==> config.mk <==
export PLATFORM = sky130hd
export DESIGN_NAME = flpi_top
export DESIGN_NICKNAME = d
export VERILOG_FILES = /design/src/flpi_pkg.sv /design/src/flpi_fifo.sv /design/src/flpi_top.sv
export VERILOG_INCLUDE_DIRS = /design/src
export SDC_FILE = /design/constraint.sdc
export NUM_CORES = 1
export LEC_CHECK = 0
export ABC_AREA = 1
export BUFFER_PORTS_ARGS = -buffer_cell sky130_fd_sc_hd__buf_2
export CAP_MARGIN = 20
export CORE_MARGIN = 5
export CORE_UTILIZATION = 35
export CTS_CLUSTER_DIAMETER = 80
export DETAILED_ROUTE_END_ITERATION = 16
export GPL_TIMING_DRIVEN = 0
export PLACE_DENSITY = 0.56
export SLEW_MARGIN = 20
export SYNTH_ARGS = -nofsm -noshare
export SYNTH_HDL_FRONTEND = slang
export SYNTH_SLANG_ARGS = --single-unit
==> constraint.sdc <==
create_clock -name clk_sys -period 7.2 [get_ports clk_sys]
set_input_delay 0.72 -clock clk_sys [delete_from_list [all_inputs] [get_ports clk_sys]]
set_output_delay 0.72 -clock clk_sys [all_outputs]
set_load 0.02 [all_outputs]
==> src/flpi_cfg.svh <==
`ifndef FLPI_CFG_SVH
`define FLPI_CFG_SVH
// Operation
// - control word takes 32-bit or 8-bit writes; master uses the width given per field
// - fifo moves whole 32-bit words; spare bytes of a last word are padding
// - interface clock divides the system clock, ratio from two control bits
// - nand read and write strobes are timed by the divided clock
// - chip enable held asserted for the whole flash access
// - one 8-bit two-way bus carries commands, addresses and data
// - command-phase enable asserted while a command byte is on the bus
// - nand: address latch high for address bytes, low during data
// - and-type: same pin is output enable, asserted while reading data or status
// - nand read data taken at the read strobe's falling-edge phase
// - and-type strobe is a shift clock; data both ways synchronous to it
// - command, address and write data stable for capture on write strobe rise
// - ready/busy high means ready, low means busy
// - a sector is 512 data bytes plus a 16-byte control area
// - command mode gives command, address, size; sector mode moves whole sectors

// system clock rate
`define FLPI_CLK_MHZ 125
// busy may lag the last write strobe; do not look at ready/busy before this
`define FLPI_T_WB_NS 100
`define FLPI_T_WB_CYC ((`FLPI_T_WB_NS * `FLPI_CLK_MHZ + 999) / 1000)

// sector layout
`define FLPI_SECT_DATA 512
`define FLPI_SECT_CTRL 16
`define FLPI_SECT_BYTES (`FLPI_SECT_DATA + `FLPI_SECT_CTRL)

// control word fields
`define FLPI_CTL_FCK_BIT 0
`define FLPI_CTL_QT_BIT 1
`define FLPI_CTL_NAND_BIT 2
`define FLPI_CTL_RST 32'h00000004
`define FLPI_CTL_MASK 32'h00000007

// system clocks per strobe phase for each {quarter, divider} selection
`define FLPI_DIV_R0 5'h02
`define FLPI_DIV_R1 5'h04
`define FLPI_DIV_R2 5'h08
`define FLPI_DIV_R3 5'h10

// fifo shape
`define FLPI_FIFO_WIDTH 32
`define FLPI_FIFO_DEPTH 16
`endif

==> src/flpi_pkg.sv <==
`include "flpi_cfg.svh"
package flpi_pkg;
    // sequencer states
    typedef enum logic [2:0] {
        FLPI_ST_IDLE = 3'h0,
        FLPI_ST_CMD1 = 3'h1,
        FLPI_ST_ADDR = 3'h2,
        FLPI_ST_CMD2 = 3'h3,
        FLPI_ST_GUARD = 3'h4,
        FLPI_ST_WAIT = 3'h5,
        FLPI_ST_DATA = 3'h6,
        FLPI_ST_DONE = 3'h7
    } flpi_state_t;

    // phases of one byte on the flash bus
    typedef enum logic [1:0] {
        FLPI_PH_SETUP = 2'h0,
        FLPI_PH_LOW = 2'h1,
        FLPI_PH_HIGH = 2'h2
    } flpi_phase_t;

    typedef enum logic {
        FLPI_MODE_CMD = 1'h0,
        FLPI_MODE_SECT = 1'h1
    } flpi_mode_t;

    typedef enum logic {
        FLPI_DIR_WRITE = 1'h0,
        FLPI_DIR_READ = 1'h1
    } flpi_dir_t;
endpackage

==> src/flpi_fifo.sv <==
module flpi_fifo
    import flpi_pkg::*;
#(
    parameter int WIDTH = `FLPI_FIFO_WIDTH,
    parameter int DEPTH = `FLPI_FIFO_DEPTH
) (
    // clock and reset
    input wire logic clk_sys,
    input wire logic rst_n,
    // fill side
    input wire logic in_valid,
    output logic in_ready,
    input wire logic [WIDTH-1:0] in_data,
    // drain side
    output logic out_valid,
    input wire logic out_ready,
    output logic [WIDTH-1:0] out_data
);
    localparam int AW = $clog2(DEPTH);

    logic [WIDTH-1:0] mem_r [DEPTH];
    logic [AW-1:0] wr_ptr_r;
    logic [AW-1:0] rd_ptr_r;
    logic [AW:0] cnt_r;
    logic out_valid_r;
    logic [WIDTH-1:0] out_data_r;
    logic push;
    logic load;

    // full counts only the array; the output register is one extra slot
    assign in_ready = (cnt_r != (AW + 1)'(DEPTH));
    assign push = in_valid && in_ready;
    assign load = (cnt_r != '0) && (!out_valid_r || out_ready);
    assign out_valid = out_valid_r;
    assign out_data = out_data_r;

    // storage, no reset needed on the array itself
    always_ff @(posedge clk_sys) begin
        if (push) begin
            mem_r[wr_ptr_r] <= in_data;
        end
    end

    // pointers wrap naturally; depth must be a power of two
    always_ff @(posedge clk_sys) begin
        if (!rst_n) begin
            wr_ptr_r <= '0;
            rd_ptr_r <= '0;
        end else begin
            if (push) begin
                wr_ptr_r <= wr_ptr_r + 1'b1;
            end
            if (load) begin
                rd_ptr_r <= rd_ptr_r + 1'b1;
            end
        end
    end

    // occupancy of the array
    always_ff @(posedge clk_sys) begin
        if (!rst_n) begin
            cnt_r <= '0;
        end else if (push && !load) begin
            cnt_r <= cnt_r + 1'b1;
        end else if (load && !push) begin
            cnt_r <= cnt_r - 1'b1;
        end
    end

    // registered read port
    always_ff @(posedge clk_sys) begin
        if (!rst_n) begin
            out_valid_r <= 1'b0;
            out_data_r <= '0;
        end else if (load) begin
            out_valid_r <= 1'b1;
            out_data_r <= mem_r[rd_ptr_r];
        end else if (out_ready) begin
            out_valid_r <= 1'b0;
        end
    end
endmodule

==> src/flpi_top.sv <==
module flpi_top
    import flpi_pkg::*;
#(
    parameter int LEN_W = 20,
    parameter int FIFO_DEPTH = `FLPI_FIFO_DEPTH
) (
    // clock and reset
    input wire logic clk_sys,
    input wire logic rst_n,
    // control word access
    input wire logic ctl_wr,
    input wire logic ctl_wide,
    input wire logic [1:0] ctl_lane,
    input wire logic [31:0] ctl_wdata,
    output logic [31:0] ctl_rdata,
    // operation request
    input wire logic start_valid,
    output logic start_ready,
    input wire logic start_mode,
    input wire logic start_dir,
    input wire logic [7:0] start_cmd1,
    input wire logic [7:0] start_cmd2,
    input wire logic start_cmd2_en,
    input wire logic [39:0] start_addr,
    input wire logic [2:0] start_addr_bytes,
    input wire logic [15:0] start_size,
    input wire logic [7:0] start_sect_cnt,
    // operation status
    output logic op_busy,
    output logic op_done,
    // write data stream into the fifo
    input wire logic wr_valid,
    output logic wr_ready,
    input wire logic [31:0] wr_data,
    // read data stream out of the fifo
    output logic rd_valid,
    input wire logic rd_ready,
    output logic [31:0] rd_data,
    // flash pins
    output logic flash_chip_enable_n,
    output logic command_phase_enable,
    output logic addr_or_output_enable,
    output logic read_strobe_or_shift_clock,
    output logic write_strobe_n,
    output logic [7:0] flash_data_bus_out,
    output logic flash_data_bus_oe,
    input wire logic [7:0] flash_data_bus_in,
    input wire logic ready_busy_input
);
    logic [31:0] ctl_r, word_r, fifo_in_data, fifo_out_data;
    logic [4:0] div_cnt_r, ratio;
    flpi_state_t state_r, state_nxt, after_addr;
    flpi_phase_t ph_r, ph_nxt;
    flpi_dir_t dir_r;
    logic [7:0] cmd1_r, cmd2_r, guard_r, dq_nxt;
    logic [39:0] addr_r;
    logic [2:0] addr_left_r;
    logic [LEN_W-1:0] remain_r, start_len;
    logic [1:0] lane_r;
    logic tick, nand_r, cmd2_en_r, word_vld_r, word_full_r, in_byte, is_rd, hold, step;
    logic byte_end, sample, last_in_word, done_r, eng_pop, eng_push, fifo_in_valid;
    logic fifo_in_ready, fifo_out_valid, fifo_out_ready, ce_n_nxt, cde_nxt, aoe_nxt;
    logic rsc_nxt, we_n_nxt, dq_oe_nxt;

    always_ff @(posedge clk_sys) begin
        if (!rst_n) begin
            ctl_r <= `FLPI_CTL_RST;
        end else if (ctl_wr && ctl_wide) begin
            ctl_r <= ctl_wdata & `FLPI_CTL_MASK;
        end else if (ctl_wr) begin
            ctl_r[ctl_lane*8 +: 8] <= ctl_wdata[ctl_lane*8 +: 8]
                & 8'(`FLPI_CTL_MASK >> (ctl_lane*8));
        end
    end
    assign ctl_rdata = ctl_r;

    // ratio chosen by the two select bits
    always_comb begin
        unique case ({ctl_r[`FLPI_CTL_QT_BIT], ctl_r[`FLPI_CTL_FCK_BIT]})
            2'h0: ratio = `FLPI_DIV_R0;
            2'h1: ratio = `FLPI_DIV_R1;
            2'h2: ratio = `FLPI_DIV_R2;
            2'h3: ratio = `FLPI_DIV_R3;
        endcase
    end

    // free-running divider; a ratio change lands at most one phase late
    always_ff @(posedge clk_sys) begin
        if (!rst_n) begin
            div_cnt_r <= '0;
        end else if (tick) begin
            div_cnt_r <= '0;
        end else begin
            div_cnt_r <= div_cnt_r + 5'h01;
        end
    end
    assign tick = (div_cnt_r >= ratio - 5'h01);

    // byte engine controls
    assign in_byte = (state_r == FLPI_ST_CMD1) || (state_r == FLPI_ST_ADDR)
        || (state_r == FLPI_ST_CMD2) || (state_r == FLPI_ST_DATA);
    assign is_rd = (dir_r == FLPI_DIR_READ);
    // stall only between bytes so a strobe never stretches mid-byte
    assign hold = (state_r == FLPI_ST_DATA) && (ph_r == FLPI_PH_SETUP)
        && (is_rd ? word_full_r : !word_vld_r);
    // every strobe phase advances on the divided tick
    assign step = tick && in_byte && !hold;
    assign byte_end = step && (ph_r == FLPI_PH_HIGH);
    // capture at the end of the low phase opened by the falling edge
    assign sample = step && (ph_r == FLPI_PH_LOW) && (state_r == FLPI_ST_DATA) && is_rd;
    assign last_in_word = (lane_r == 2'h3) || (remain_r == LEN_W'(1));

    // command mode size or whole sectors
    // sector length is data plus control area
    assign start_len = (start_mode == FLPI_MODE_SECT)
        ? LEN_W'(LEN_W'(start_sect_cnt) * LEN_W'(`FLPI_SECT_BYTES))
        : LEN_W'(start_size);

    // next phase of the current byte
    assign ph_nxt = (state_r == FLPI_ST_IDLE) ? FLPI_PH_SETUP : !step ? ph_r
        : (ph_r == FLPI_PH_SETUP) ? FLPI_PH_LOW
        : (ph_r == FLPI_PH_LOW) ? FLPI_PH_HIGH : FLPI_PH_SETUP;

    // where to go once the address bytes are out
    assign after_addr = (!is_rd && remain_r != '0) ? FLPI_ST_DATA
        : cmd2_en_r ? FLPI_ST_CMD2 : FLPI_ST_GUARD;

    // sequencer
    always_comb begin
        unique case (state_r)
            FLPI_ST_IDLE: state_nxt = start_valid ? FLPI_ST_CMD1 : state_r;
            FLPI_ST_CMD1: state_nxt = !byte_end ? state_r
                : (addr_left_r != '0) ? FLPI_ST_ADDR : after_addr;
            FLPI_ST_ADDR: state_nxt = (byte_end && addr_left_r == 3'h1) ? after_addr : state_r;
            FLPI_ST_CMD2: state_nxt = byte_end ? FLPI_ST_GUARD : state_r;
            FLPI_ST_GUARD: state_nxt = (guard_r == '0) ? FLPI_ST_WAIT : state_r;
            // hold until the flash reports ready
            FLPI_ST_WAIT: state_nxt = !ready_busy_input ? state_r
                : (remain_r != '0) ? FLPI_ST_DATA : FLPI_ST_DONE;
            FLPI_ST_DATA: state_nxt = !(byte_end && remain_r == LEN_W'(1)) ? state_r
                : is_rd ? FLPI_ST_DONE : cmd2_en_r ? FLPI_ST_CMD2 : FLPI_ST_GUARD;
            // the last read word must reach the fifo before finishing
            FLPI_ST_DONE: state_nxt = word_full_r ? state_r : FLPI_ST_IDLE;
        endcase
    end

    // state and phase registers
    always_ff @(posedge clk_sys) begin
        if (!rst_n) begin
            state_r <= FLPI_ST_IDLE;
            ph_r <= FLPI_PH_SETUP;
        end else begin
            state_r <= state_nxt;
            ph_r <= ph_nxt;
        end
    end

    // request capture; the memory type is frozen for the whole operation
    always_ff @(posedge clk_sys) begin
        if (!rst_n) begin
            nand_r <= 1'b1;
            dir_r <= FLPI_DIR_WRITE;
            cmd1_r <= '0;
            cmd2_r <= '0;
            cmd2_en_r <= 1'b0;
        end else if (state_r == FLPI_ST_IDLE && start_valid) begin
            nand_r <= ctl_r[`FLPI_CTL_NAND_BIT];
            dir_r <= flpi_dir_t'(start_dir);
            cmd1_r <= start_cmd1;
            cmd2_r <= start_cmd2;
            cmd2_en_r <= start_cmd2_en;
        end
    end

    // address bytes leave low byte first
    always_ff @(posedge clk_sys) begin
        if (!rst_n) begin
            addr_r <= '0;
            addr_left_r <= '0;
        end else if (state_r == FLPI_ST_IDLE && start_valid) begin
            addr_r <= start_addr;
            addr_left_r <= start_addr_bytes;
        end else if (state_r == FLPI_ST_ADDR && byte_end) begin
            addr_r <= {8'h00, addr_r[39:8]};
            addr_left_r <= addr_left_r - 3'h1;
        end
    end

    // bytes still to move and word lane
    always_ff @(posedge clk_sys) begin
        if (!rst_n) begin
            remain_r <= '0;
            lane_r <= '0;
        end else if (state_r == FLPI_ST_IDLE && start_valid) begin
            remain_r <= start_len;
            lane_r <= '0;
        end else if (state_r == FLPI_ST_DATA && byte_end) begin
            remain_r <= remain_r - LEN_W'(1);
            lane_r <= lane_r + 2'h1;
        end
    end

    // busy lags the strobe, so ready is ignored for a short guard
    always_ff @(posedge clk_sys) begin
        if (!rst_n) begin
            guard_r <= '0;
        end else if (state_r != FLPI_ST_GUARD) begin
            guard_r <= 8'(`FLPI_T_WB_CYC);
        end else if (guard_r != '0) begin
            guard_r <= guard_r - 8'h01;
        end
    end

    // engine side of the fifo follows the operation direction
    assign eng_pop = !is_rd && (state_r == FLPI_ST_DATA) && !word_vld_r && fifo_out_valid;
    assign eng_push = is_rd && word_full_r && fifo_in_ready;

    // words in and out; spare lanes of a last word are padding
    always_ff @(posedge clk_sys) begin
        if (!rst_n) begin
            word_r <= '0;
            word_vld_r <= 1'b0;
            word_full_r <= 1'b0;
        end else if (state_r == FLPI_ST_IDLE) begin
            word_r <= '0;
            word_vld_r <= 1'b0;
            word_full_r <= 1'b0;
        end else begin
            if (eng_pop) begin
                word_r <= fifo_out_data;
                word_vld_r <= 1'b1;
            end else if (eng_push) begin
                word_r <= '0;
            end else if (sample) begin
                word_r[lane_r*8 +: 8] <= flash_data_bus_in;
            end
            if (!is_rd && state_r == FLPI_ST_DATA && byte_end && last_in_word) begin
                word_vld_r <= 1'b0;
            end
            // a new full word outranks the push of the old one
            if (is_rd && state_r == FLPI_ST_DATA && byte_end && last_in_word) begin
                word_full_r <= 1'b1;
            end else if (eng_push) begin
                word_full_r <= 1'b0;
            end
        end
    end

    // fifo ports steered by direction
    assign fifo_in_valid = is_rd ? word_full_r : wr_valid;
    assign fifo_in_data = is_rd ? word_r : wr_data;
    assign fifo_out_ready = is_rd ? rd_ready : eng_pop;
    assign wr_ready = !is_rd && fifo_in_ready;
    assign rd_valid = is_rd && fifo_out_valid;
    assign rd_data = fifo_out_data;

    flpi_fifo #(
        .WIDTH(32),
        .DEPTH(FIFO_DEPTH)
    ) u_fifo (
        .clk_sys(clk_sys),
        .rst_n(rst_n),
        .in_valid(fifo_in_valid),
        .in_ready(fifo_in_ready),
        .in_data(fifo_in_data),
        .out_valid(fifo_out_valid),
        .out_ready(fifo_out_ready),
        .out_data(fifo_out_data)
    );

    // pin levels decoded from state and phase
    always_comb begin
        // selected from first command to end of operation
        ce_n_nxt = (state_nxt == FLPI_ST_IDLE) || (state_nxt == FLPI_ST_DONE);
        // command bytes for either memory type
        cde_nxt = (state_nxt == FLPI_ST_CMD1) || (state_nxt == FLPI_ST_CMD2);
        // nand address latch only for address bytes
        // and-type output enable, active low, for read data
        aoe_nxt = nand_r ? (state_nxt == FLPI_ST_ADDR)
            : !((state_nxt == FLPI_ST_DATA) && is_rd);
        // write strobe low then rising while the byte stays driven
        we_n_nxt = !((ph_nxt == FLPI_PH_LOW) && ((state_nxt != FLPI_ST_DATA && in_byte)
            || (state_nxt == FLPI_ST_DATA && nand_r && !is_rd)));
        // nand read strobe low through the read low phase
        // and-type shift clock rises for every data byte
        rsc_nxt = nand_r ? !(ph_nxt == FLPI_PH_LOW && state_nxt == FLPI_ST_DATA && is_rd)
            : (ph_nxt == FLPI_PH_HIGH && state_nxt == FLPI_ST_DATA);
        // shared bus for command, address and data
        dq_oe_nxt = cde_nxt || (state_nxt == FLPI_ST_ADDR)
            || (state_nxt == FLPI_ST_DATA && !is_rd);
        unique case (state_nxt)
            FLPI_ST_CMD1: dq_nxt = cmd1_r;
            FLPI_ST_ADDR: dq_nxt = (state_r == FLPI_ST_ADDR && byte_end)
                ? addr_r[15:8] : addr_r[7:0];
            FLPI_ST_CMD2: dq_nxt = cmd2_r;
            FLPI_ST_DATA: dq_nxt = word_r[lane_r*8 +: 8];
            FLPI_ST_IDLE, FLPI_ST_GUARD, FLPI_ST_WAIT, FLPI_ST_DONE: dq_nxt = 8'h00;
        endcase
    end

    // registered pins
    always_ff @(posedge clk_sys) begin
        if (!rst_n) begin
            flash_chip_enable_n <= 1'b1;
            command_phase_enable <= 1'b0;
            addr_or_output_enable <= 1'b0;
            read_strobe_or_shift_clock <= 1'b1;
            write_strobe_n <= 1'b1;
            flash_data_bus_oe <= 1'b0;
            flash_data_bus_out <= 8'h00;
        end else begin
            flash_chip_enable_n <= ce_n_nxt;
            command_phase_enable <= cde_nxt;
            addr_or_output_enable <= aoe_nxt;
            read_strobe_or_shift_clock <= rsc_nxt;
            write_strobe_n <= we_n_nxt;
            flash_data_bus_oe <= dq_oe_nxt;
            flash_data_bus_out <= dq_nxt;
        end
    end

    // completion pulse
    always_ff @(posedge clk_sys) begin
        if (!rst_n) begin
            done_r <= 1'b0;
        end else begin
            done_r <= (state_r == FLPI_ST_DONE) && !word_full_r;
        end
    end
    assign op_done = done_r;
    assign op_busy = (state_r != FLPI_ST_IDLE);
    assign start_ready = (state_r == FLPI_ST_IDLE);
endmodule

==> flow_summary.html <==
<table>
<tr><th>Metric</th><th>Value</th></tr>
<tr><th colspan="2">Worst setup path</th></tr>
<tr><td>Most prevalent standard cell on the critical path</td><td>nand2_1</td></tr>
<tr><td>CP Class</td><td>reg -&gt; reg</td></tr>
<tr><td>Startpoint of the lowest-slack register-to-register path</td><td>state_r[2]</td></tr>
<tr><td>Arrival time worst endpoint</td><td>4280 ps</td></tr>
<tr><td>Worst path slowest cell</td><td>nor4_4</td></tr>
<tr><td>Series of cell instances along the critical path</td><td>buf_2 &gt; nand3_1 &gt; nor4_4 &gt; inv_1 &gt; nand2_1 &gt; nand2_1 &gt; buf_2 &gt; clkbuf_1 &gt; ha_1 &gt; inv_1 &gt; ha_1 &gt; a21o_1 &gt; a21oi_1 &gt; nor2_1 &gt; nor2_1 &gt; nand2_1 &gt; o21ai_0 &gt; a21oi_1</td></tr>
<tr><td>Worst-path fanout max</td><td>10</td></tr>
<tr><td>Worst-case reg-to-reg path depth</td><td>18</td></tr>
<tr><td>End point of the critical path</td><td>u_fifo.cnt_r[4]</td></tr>
<tr><td>CP Launch Type</td><td>register</td></tr>
<tr><td>Kind of capture point of the worst setup path</td><td>register</td></tr>
<tr><td>Worst setup path startpoint</td><td>state_r[2]</td></tr>
<tr><td>Longest individual stage delay on the worst path</td><td>410 ps</td></tr>
<tr><td>End of the worst register-to-register path</td><td>u_fifo.cnt_r[4]</td></tr>
<tr><td>Flop2flop setup slack</td><td>3440 ps</td></tr>
<tr><td>WP data required</td><td>7730 ps</td></tr>
<tr><th colspan="2">CTS</th></tr>
<tr><td>H-tree Lvls</td><td>3</td></tr>
<tr><td>CTS resizes</td><td>0</td></tr>
<tr><td>TritonCTS clock tree</td><td>done</td></tr>
<tr><td>Number of sinks handled by clock tree synthesis</td><td>721</td></tr>
<tr><td>Count of buffers added by post-CTS timing repair for setup</td><td>0</td></tr>
<tr><td>Buffers from clock root to sink, at most</td><td>3</td></tr>
<tr><td>Clk pin slew, worst setup/hold paths</td><td>60 ps</td></tr>
<tr><td>Clock tree root driver cell</td><td>clkbuf_16</td></tr>
<tr><td>Clock latency at the later pin of the worst-skew pair</td><td>630 ps</td></tr>
<tr><td>Number of buffers inserted for hold repair after clock tree synthesis</td><td>0</td></tr>
<tr><td>CTS Buf Count</td><td>78</td></tr>
<tr><th colspan="2">Timing</th></tr>
<tr><td>Share of the cycle needed by the critical path after routing</td><td>52.2%</td></tr>
<tr><td>Unrepaired setup endpoints after global routing</td><td>no</td></tr>
<tr><td>Pins over their slew limit</td><td>0</td></tr>
<tr><td>Sum Neg Setup Slack</td><td>0 ps</td></tr>
<tr><td>Max_slew headroom</td><td>23.0%</td></tr>
<tr><td>Setup slack of the critical path after layout</td><td>3440 ps</td></tr>
<tr><td>Peak Freq</td><td>266 MHz</td></tr>
<tr><td>Transition time of the tightest slew-check pin</td><td>1160 ps</td></tr>
<tr><td>Post-Route Hold Slack</td><td>332 ps</td></tr>
<tr><td>Clock period minus worst slack</td><td>3760 ps</td></tr>
<tr><td>Hold Vio Cnt, Final</td><td>0</td></tr>
<tr><td>Setup-failing EPs final</td><td>0</td></tr>
<tr><td>Skew final</td><td>43.3 ps</td></tr>
<tr><th colspan="2">Placed design</th></tr>
<tr><td>Dpl cell area</td><td>34,200 um^2</td></tr>
<tr><td>Routability cong.</td><td>0.935</td></tr>
<tr><td>Pre-CTS worst setup slack</td><td>3470 ps</td></tr>
<tr><td>Number of buffer cells added on primary ports</td><td>209</td></tr>
<tr><td>HPWL after DPL</td><td>79,400 um</td></tr>
<tr><th colspan="2">Power and ir drop</th></tr>
<tr><td>Total power divided by cell area</td><td>334 nW/um^2</td></tr>
<tr><td>Sw Ratio</td><td>36.2%</td></tr>
<tr><td>Internal power consumption</td><td>7.82 mW</td></tr>
<tr><td>NetSw</td><td>4.44 mW</td></tr>
<tr><td>Clock power frac</td><td>32.0%</td></tr>
<tr><td>Static Leak</td><td>13.4 nW</td></tr>
<tr><td>Part of the total power dissipated in sequential elements</td><td>40.2%</td></tr>
<tr><td>Design Power</td><td>12.3 mW</td></tr>
<tr><td>Worst VDD drop</td><td>0.189 mV</td></tr>
<tr><td>Combinational group share of total power</td><td>27.9%</td></tr>
<tr><th colspan="2">Synthesis</th></tr>
<tr><td>Sequential area share after synthesis</td><td>63.6%</td></tr>
<tr><td>Average cell area after synthesis</td><td>10.1 um^2</td></tr>
<tr><td>Distinct cell type count after synthesis</td><td>53</td></tr>
<tr><td>Async set-or-reset flop fraction in the synthesized netlist</td><td>0%</td></tr>
<tr><td>Number of warnings printed during yosys synthesis</td><td>0</td></tr>
<tr><td>Synthesized flop and latch total</td><td>721</td></tr>
<tr><td>Cells after synthesis</td><td>3,055</td></tr>
<tr><td>Area of the mapped netlist</td><td>30,700 um^2</td></tr>
<tr><td>Number of synthesized flops with an enable pin</td><td>512</td></tr>
<tr><td>Dominant register cell in the synthesized netlist</td><td>edfxtp_1</td></tr>
<tr><th colspan="2">GRT</th></tr>
<tr><td>Largest net degree at the start of global routing</td><td>22</td></tr>
<tr><td>Via count of the first global-routing pass</td><td>23,600</td></tr>
<tr><td>Grt ovf</td><td>0</td></tr>
<tr><td>Total track usage</td><td>22.5%</td></tr>
<tr><td>Antenna violations before repair</td><td>9</td></tr>
<tr><td>First-pass GRT wire length</td><td>158,000 um</td></tr>
<tr><th colspan="2">Hold path</th></tr>
<tr><td>Depth of the worst hold-timing path</td><td>3</td></tr>
<tr><td>Class of the worst hold path</td><td>in -&gt; reg</td></tr>
<tr><th colspan="2">Floorplanning</th></tr>
<tr><td>Starting density of the core</td><td>35.3%</td></tr>
<tr><td>I/O pins</td><td>251</td></tr>
<tr><td>Standard cell core area</td><td>87,000 um^2</td></tr>
<tr><td>Vert. Die Dim</td><td>306 um</td></tr>
<tr><td>Core Rows</td><td>108</td></tr>
<tr><td>Area of the die</td><td>93,900 um^2</td></tr>
<tr><td>Die W</td><td>306 um</td></tr>
<tr><th colspan="2">Route</th></tr>
<tr><td>Drt total wl</td><td>110,000 um</td></tr>
<tr><td>Total vias in the final route</td><td>25,200</td></tr>
<tr><td>Via/cell ratio</td><td>5.45</td></tr>
<tr><td>Violation count after the first detailed-routing iteration</td><td>2,857</td></tr>
<tr><td>Routed len/inst</td><td>23.9 um</td></tr>
<tr><td>Number of iterations in the first detailed-routing pass</td><td>5</td></tr>
<tr><td>Post-DRT Antenna Nets</td><td>0</td></tr>
<tr><td>DRC violation count after routing</td><td>0</td></tr>
<tr><th colspan="2">Cells and area</th></tr>
<tr><td>Share of post-route cells with drive strength above 1</td><td>13.1%</td></tr>
<tr><td>Number of nets in the finished design</td><td>3,603</td></tr>
<tr><td>Layout overhead on the synthesized area</td><td>19.4%</td></tr>
<tr><td>Layout filler cell count</td><td>8,385</td></tr>
<tr><td>Post-route cell area</td><td>36,700 um^2</td></tr>
<tr><th colspan="2">Run status</th></tr>
<tr><td>Outcome</td><td>finished, final reports clean</td></tr>
<tr><th colspan="2">Job</th></tr>
<tr><td>Max Cap Viol</td><td>0</td></tr>
</table>
[worst min-delay path by stage]
stage,start,endpoint,slack [ps]
floorplan,word_full_r,op_done,420
global placement,ctl_rdata[9],ctl_rdata[9],430
detailed placement,ctl_rdata[18],ctl_rdata[18],430
CTS,start_cmd1[2],cmd1_r[2],300
global route,start_cmd1[3],cmd1_r[3],330
finish,start_addr[39],addr_r[39],330
[synth_stat cells, types with 3 or more instances]
master / number / share of area, %
o211ai_1: 7 / 0.17
nand2_2: 5 / 0.10
a221oi_1: 4 / 0.11
nor2_4: 4 / 0.15
buf_2: 18 / 0.29
buf_4: 26 / 0.63
o21ai_0: 461 / 7.5
nand4_1: 47 / 0.96
buf_1: 9 / 0.11
dfxtp_1: 209 / 14
edfxtp_1: 512 / 50
xnor2_1: 3 / 0.085
xor2_1: 10 / 0.28
o21ai_1: 9 / 0.15
ha_1: 38 / 1.5
a22oi_1: 7 / 0.17
nand2_1: 385 / 4.7
nor3_1: 15 / 0.24
nand3_1: 74 / 1.2
or2_2: 5 / 0.10
o22ai_1: 172 / 3.5
a211oi_1: 3 / 0.073
clkinv_1: 5 / 0.061
nor2_1: 535 / 6.5
inv_1: 139 / 1.7
o32ai_1: 6 / 0.17
a21oi_1: 85 / 1.4
clkbuf_1: 153 / 1.9
o31ai_1: 5 / 0.12
a31oi_1: 63 / 1.3
nor2_2: 5 / 0.10
inv_2: 7 / 0.085
[kinds of logic after synthesis]
logic type,synth area share (%)
and+or+nand+nor,14.4
AOI/OAI and AO/OA,15.1
DFF,63.6
buffers and inverters,4.82
adders and majority gates,1.68
xor gates and xnor gates,0.370
other,0.0244
[power by group through the flow]
stage	logic, mW	registers, mW	clock network (mW)
2_1_floorplan	1.81	5.02	0
3_3_place_gp	3.29	5.02	0
3_5_place_dp	3.34	5.01	0
4_1_cts	3.36	4.92	3.97
5_1_grt	3.68	4.94	4.14
6_report	3.41	4.93	3.92
[state kept, by name, indices dropped and copies added (netlist names), 2 cells and up]
signal and cells:
ctl_rdata 12, addr_r 40, cmd2_r 8, guard_r 8
u_fifo.wr_ptr_r 4, state_r 3, lane_r 2, addr_left_r 3
flash_data_bus_out 8, u_fifo.rd_ptr_r 4, u_fifo.cnt_r 5, remain_r 20
ph_r 2, cmd1_r 8, u_fifo.out_data 32, word_r 32
div_cnt_r 5, u_fifo.mem_r 512
[layer usage]
| metal | track usage, % | part of all wire [%] | wire [um] |
|---|---|---|---|
| met4 | 8.00 | 3.7 | 4090 |
| met2 | 36.5 | 46 | 51300 |
| met5 | 0 | 0.024 | 27 |
| met1 | 30.0 | 41 | 45100 |
| met3 | 4.56 | 8.9 | 9870 |
[final cells by class]
| class | instances | area (um^2) | area share [%] |
|---|---|---|---|
| flip-flops and latches | 721 | 19600 | 53.3 |
| plain buffers | 208 | 916 | 2.49 |
| clock inverters | 40 | 393 | 1.07 |
| repair buffers | 241 | 1830 | 4.99 |
| clock buffers | 102 | 2080 | 5.67 |
| well taps | 1155 | 1450 | 3.93 |
| multi-input cells | 1994 | 9920 | 27.0 |
| diodes | 6 | 15.0 | 0.0409 |
| inverters | 151 | 567 | 1.54 |
[cells in the final DEF (no fill, tap or decap), types with 10 or more instances in the layout]
master | netlist | final
inv_1 | 139 | 139
a21oi_1 | 85 | 85
ha_1 | 38 | 38
nand3_1 | 74 | 74
buf_16 | 0 | 22
nor3_1 | 15 | 15
buf_4 | 26 | 26
xor2_1 | 10 | 10
o22ai_1 | 172 | 172
buf_2 | 18 | 227
clkbuf_1 | 153 | 173
clkinv_2 | 0 | 13
nor2_4 | 4 | 20
clkbuf_16 | 0 | 78
nand4_1 | 47 | 47
dfxtp_1 | 209 | 209
edfxtp_1 | 512 | 512
conb_1 | 2 | 21
nand2_1 | 385 | 385
nor2_1 | 535 | 519
a31oi_1 | 63 | 63
clkinv_1 | 5 | 16
o21ai_0 | 461 | 456
[stage by stage]
step	utilization, %	instances
after floorplan	-	3074
after global placement	38.3	4438
after detailed placement	39.3	4470
after CTS	42.2	4612
after global routing	42.2	4612
final	42.2	4618
[worst max-delay path: cells and delay by family, from the launching register on]
kind                       cells  cell delay [ps]
AOI/OAI and AO/OA              4              560
and+or+nand+nor                7             1100
buffers and inverters          5             1050
DFF                            1              300
adders and majority gates      2              620
No activity file was read; power rests on OpenSTA's default activity.
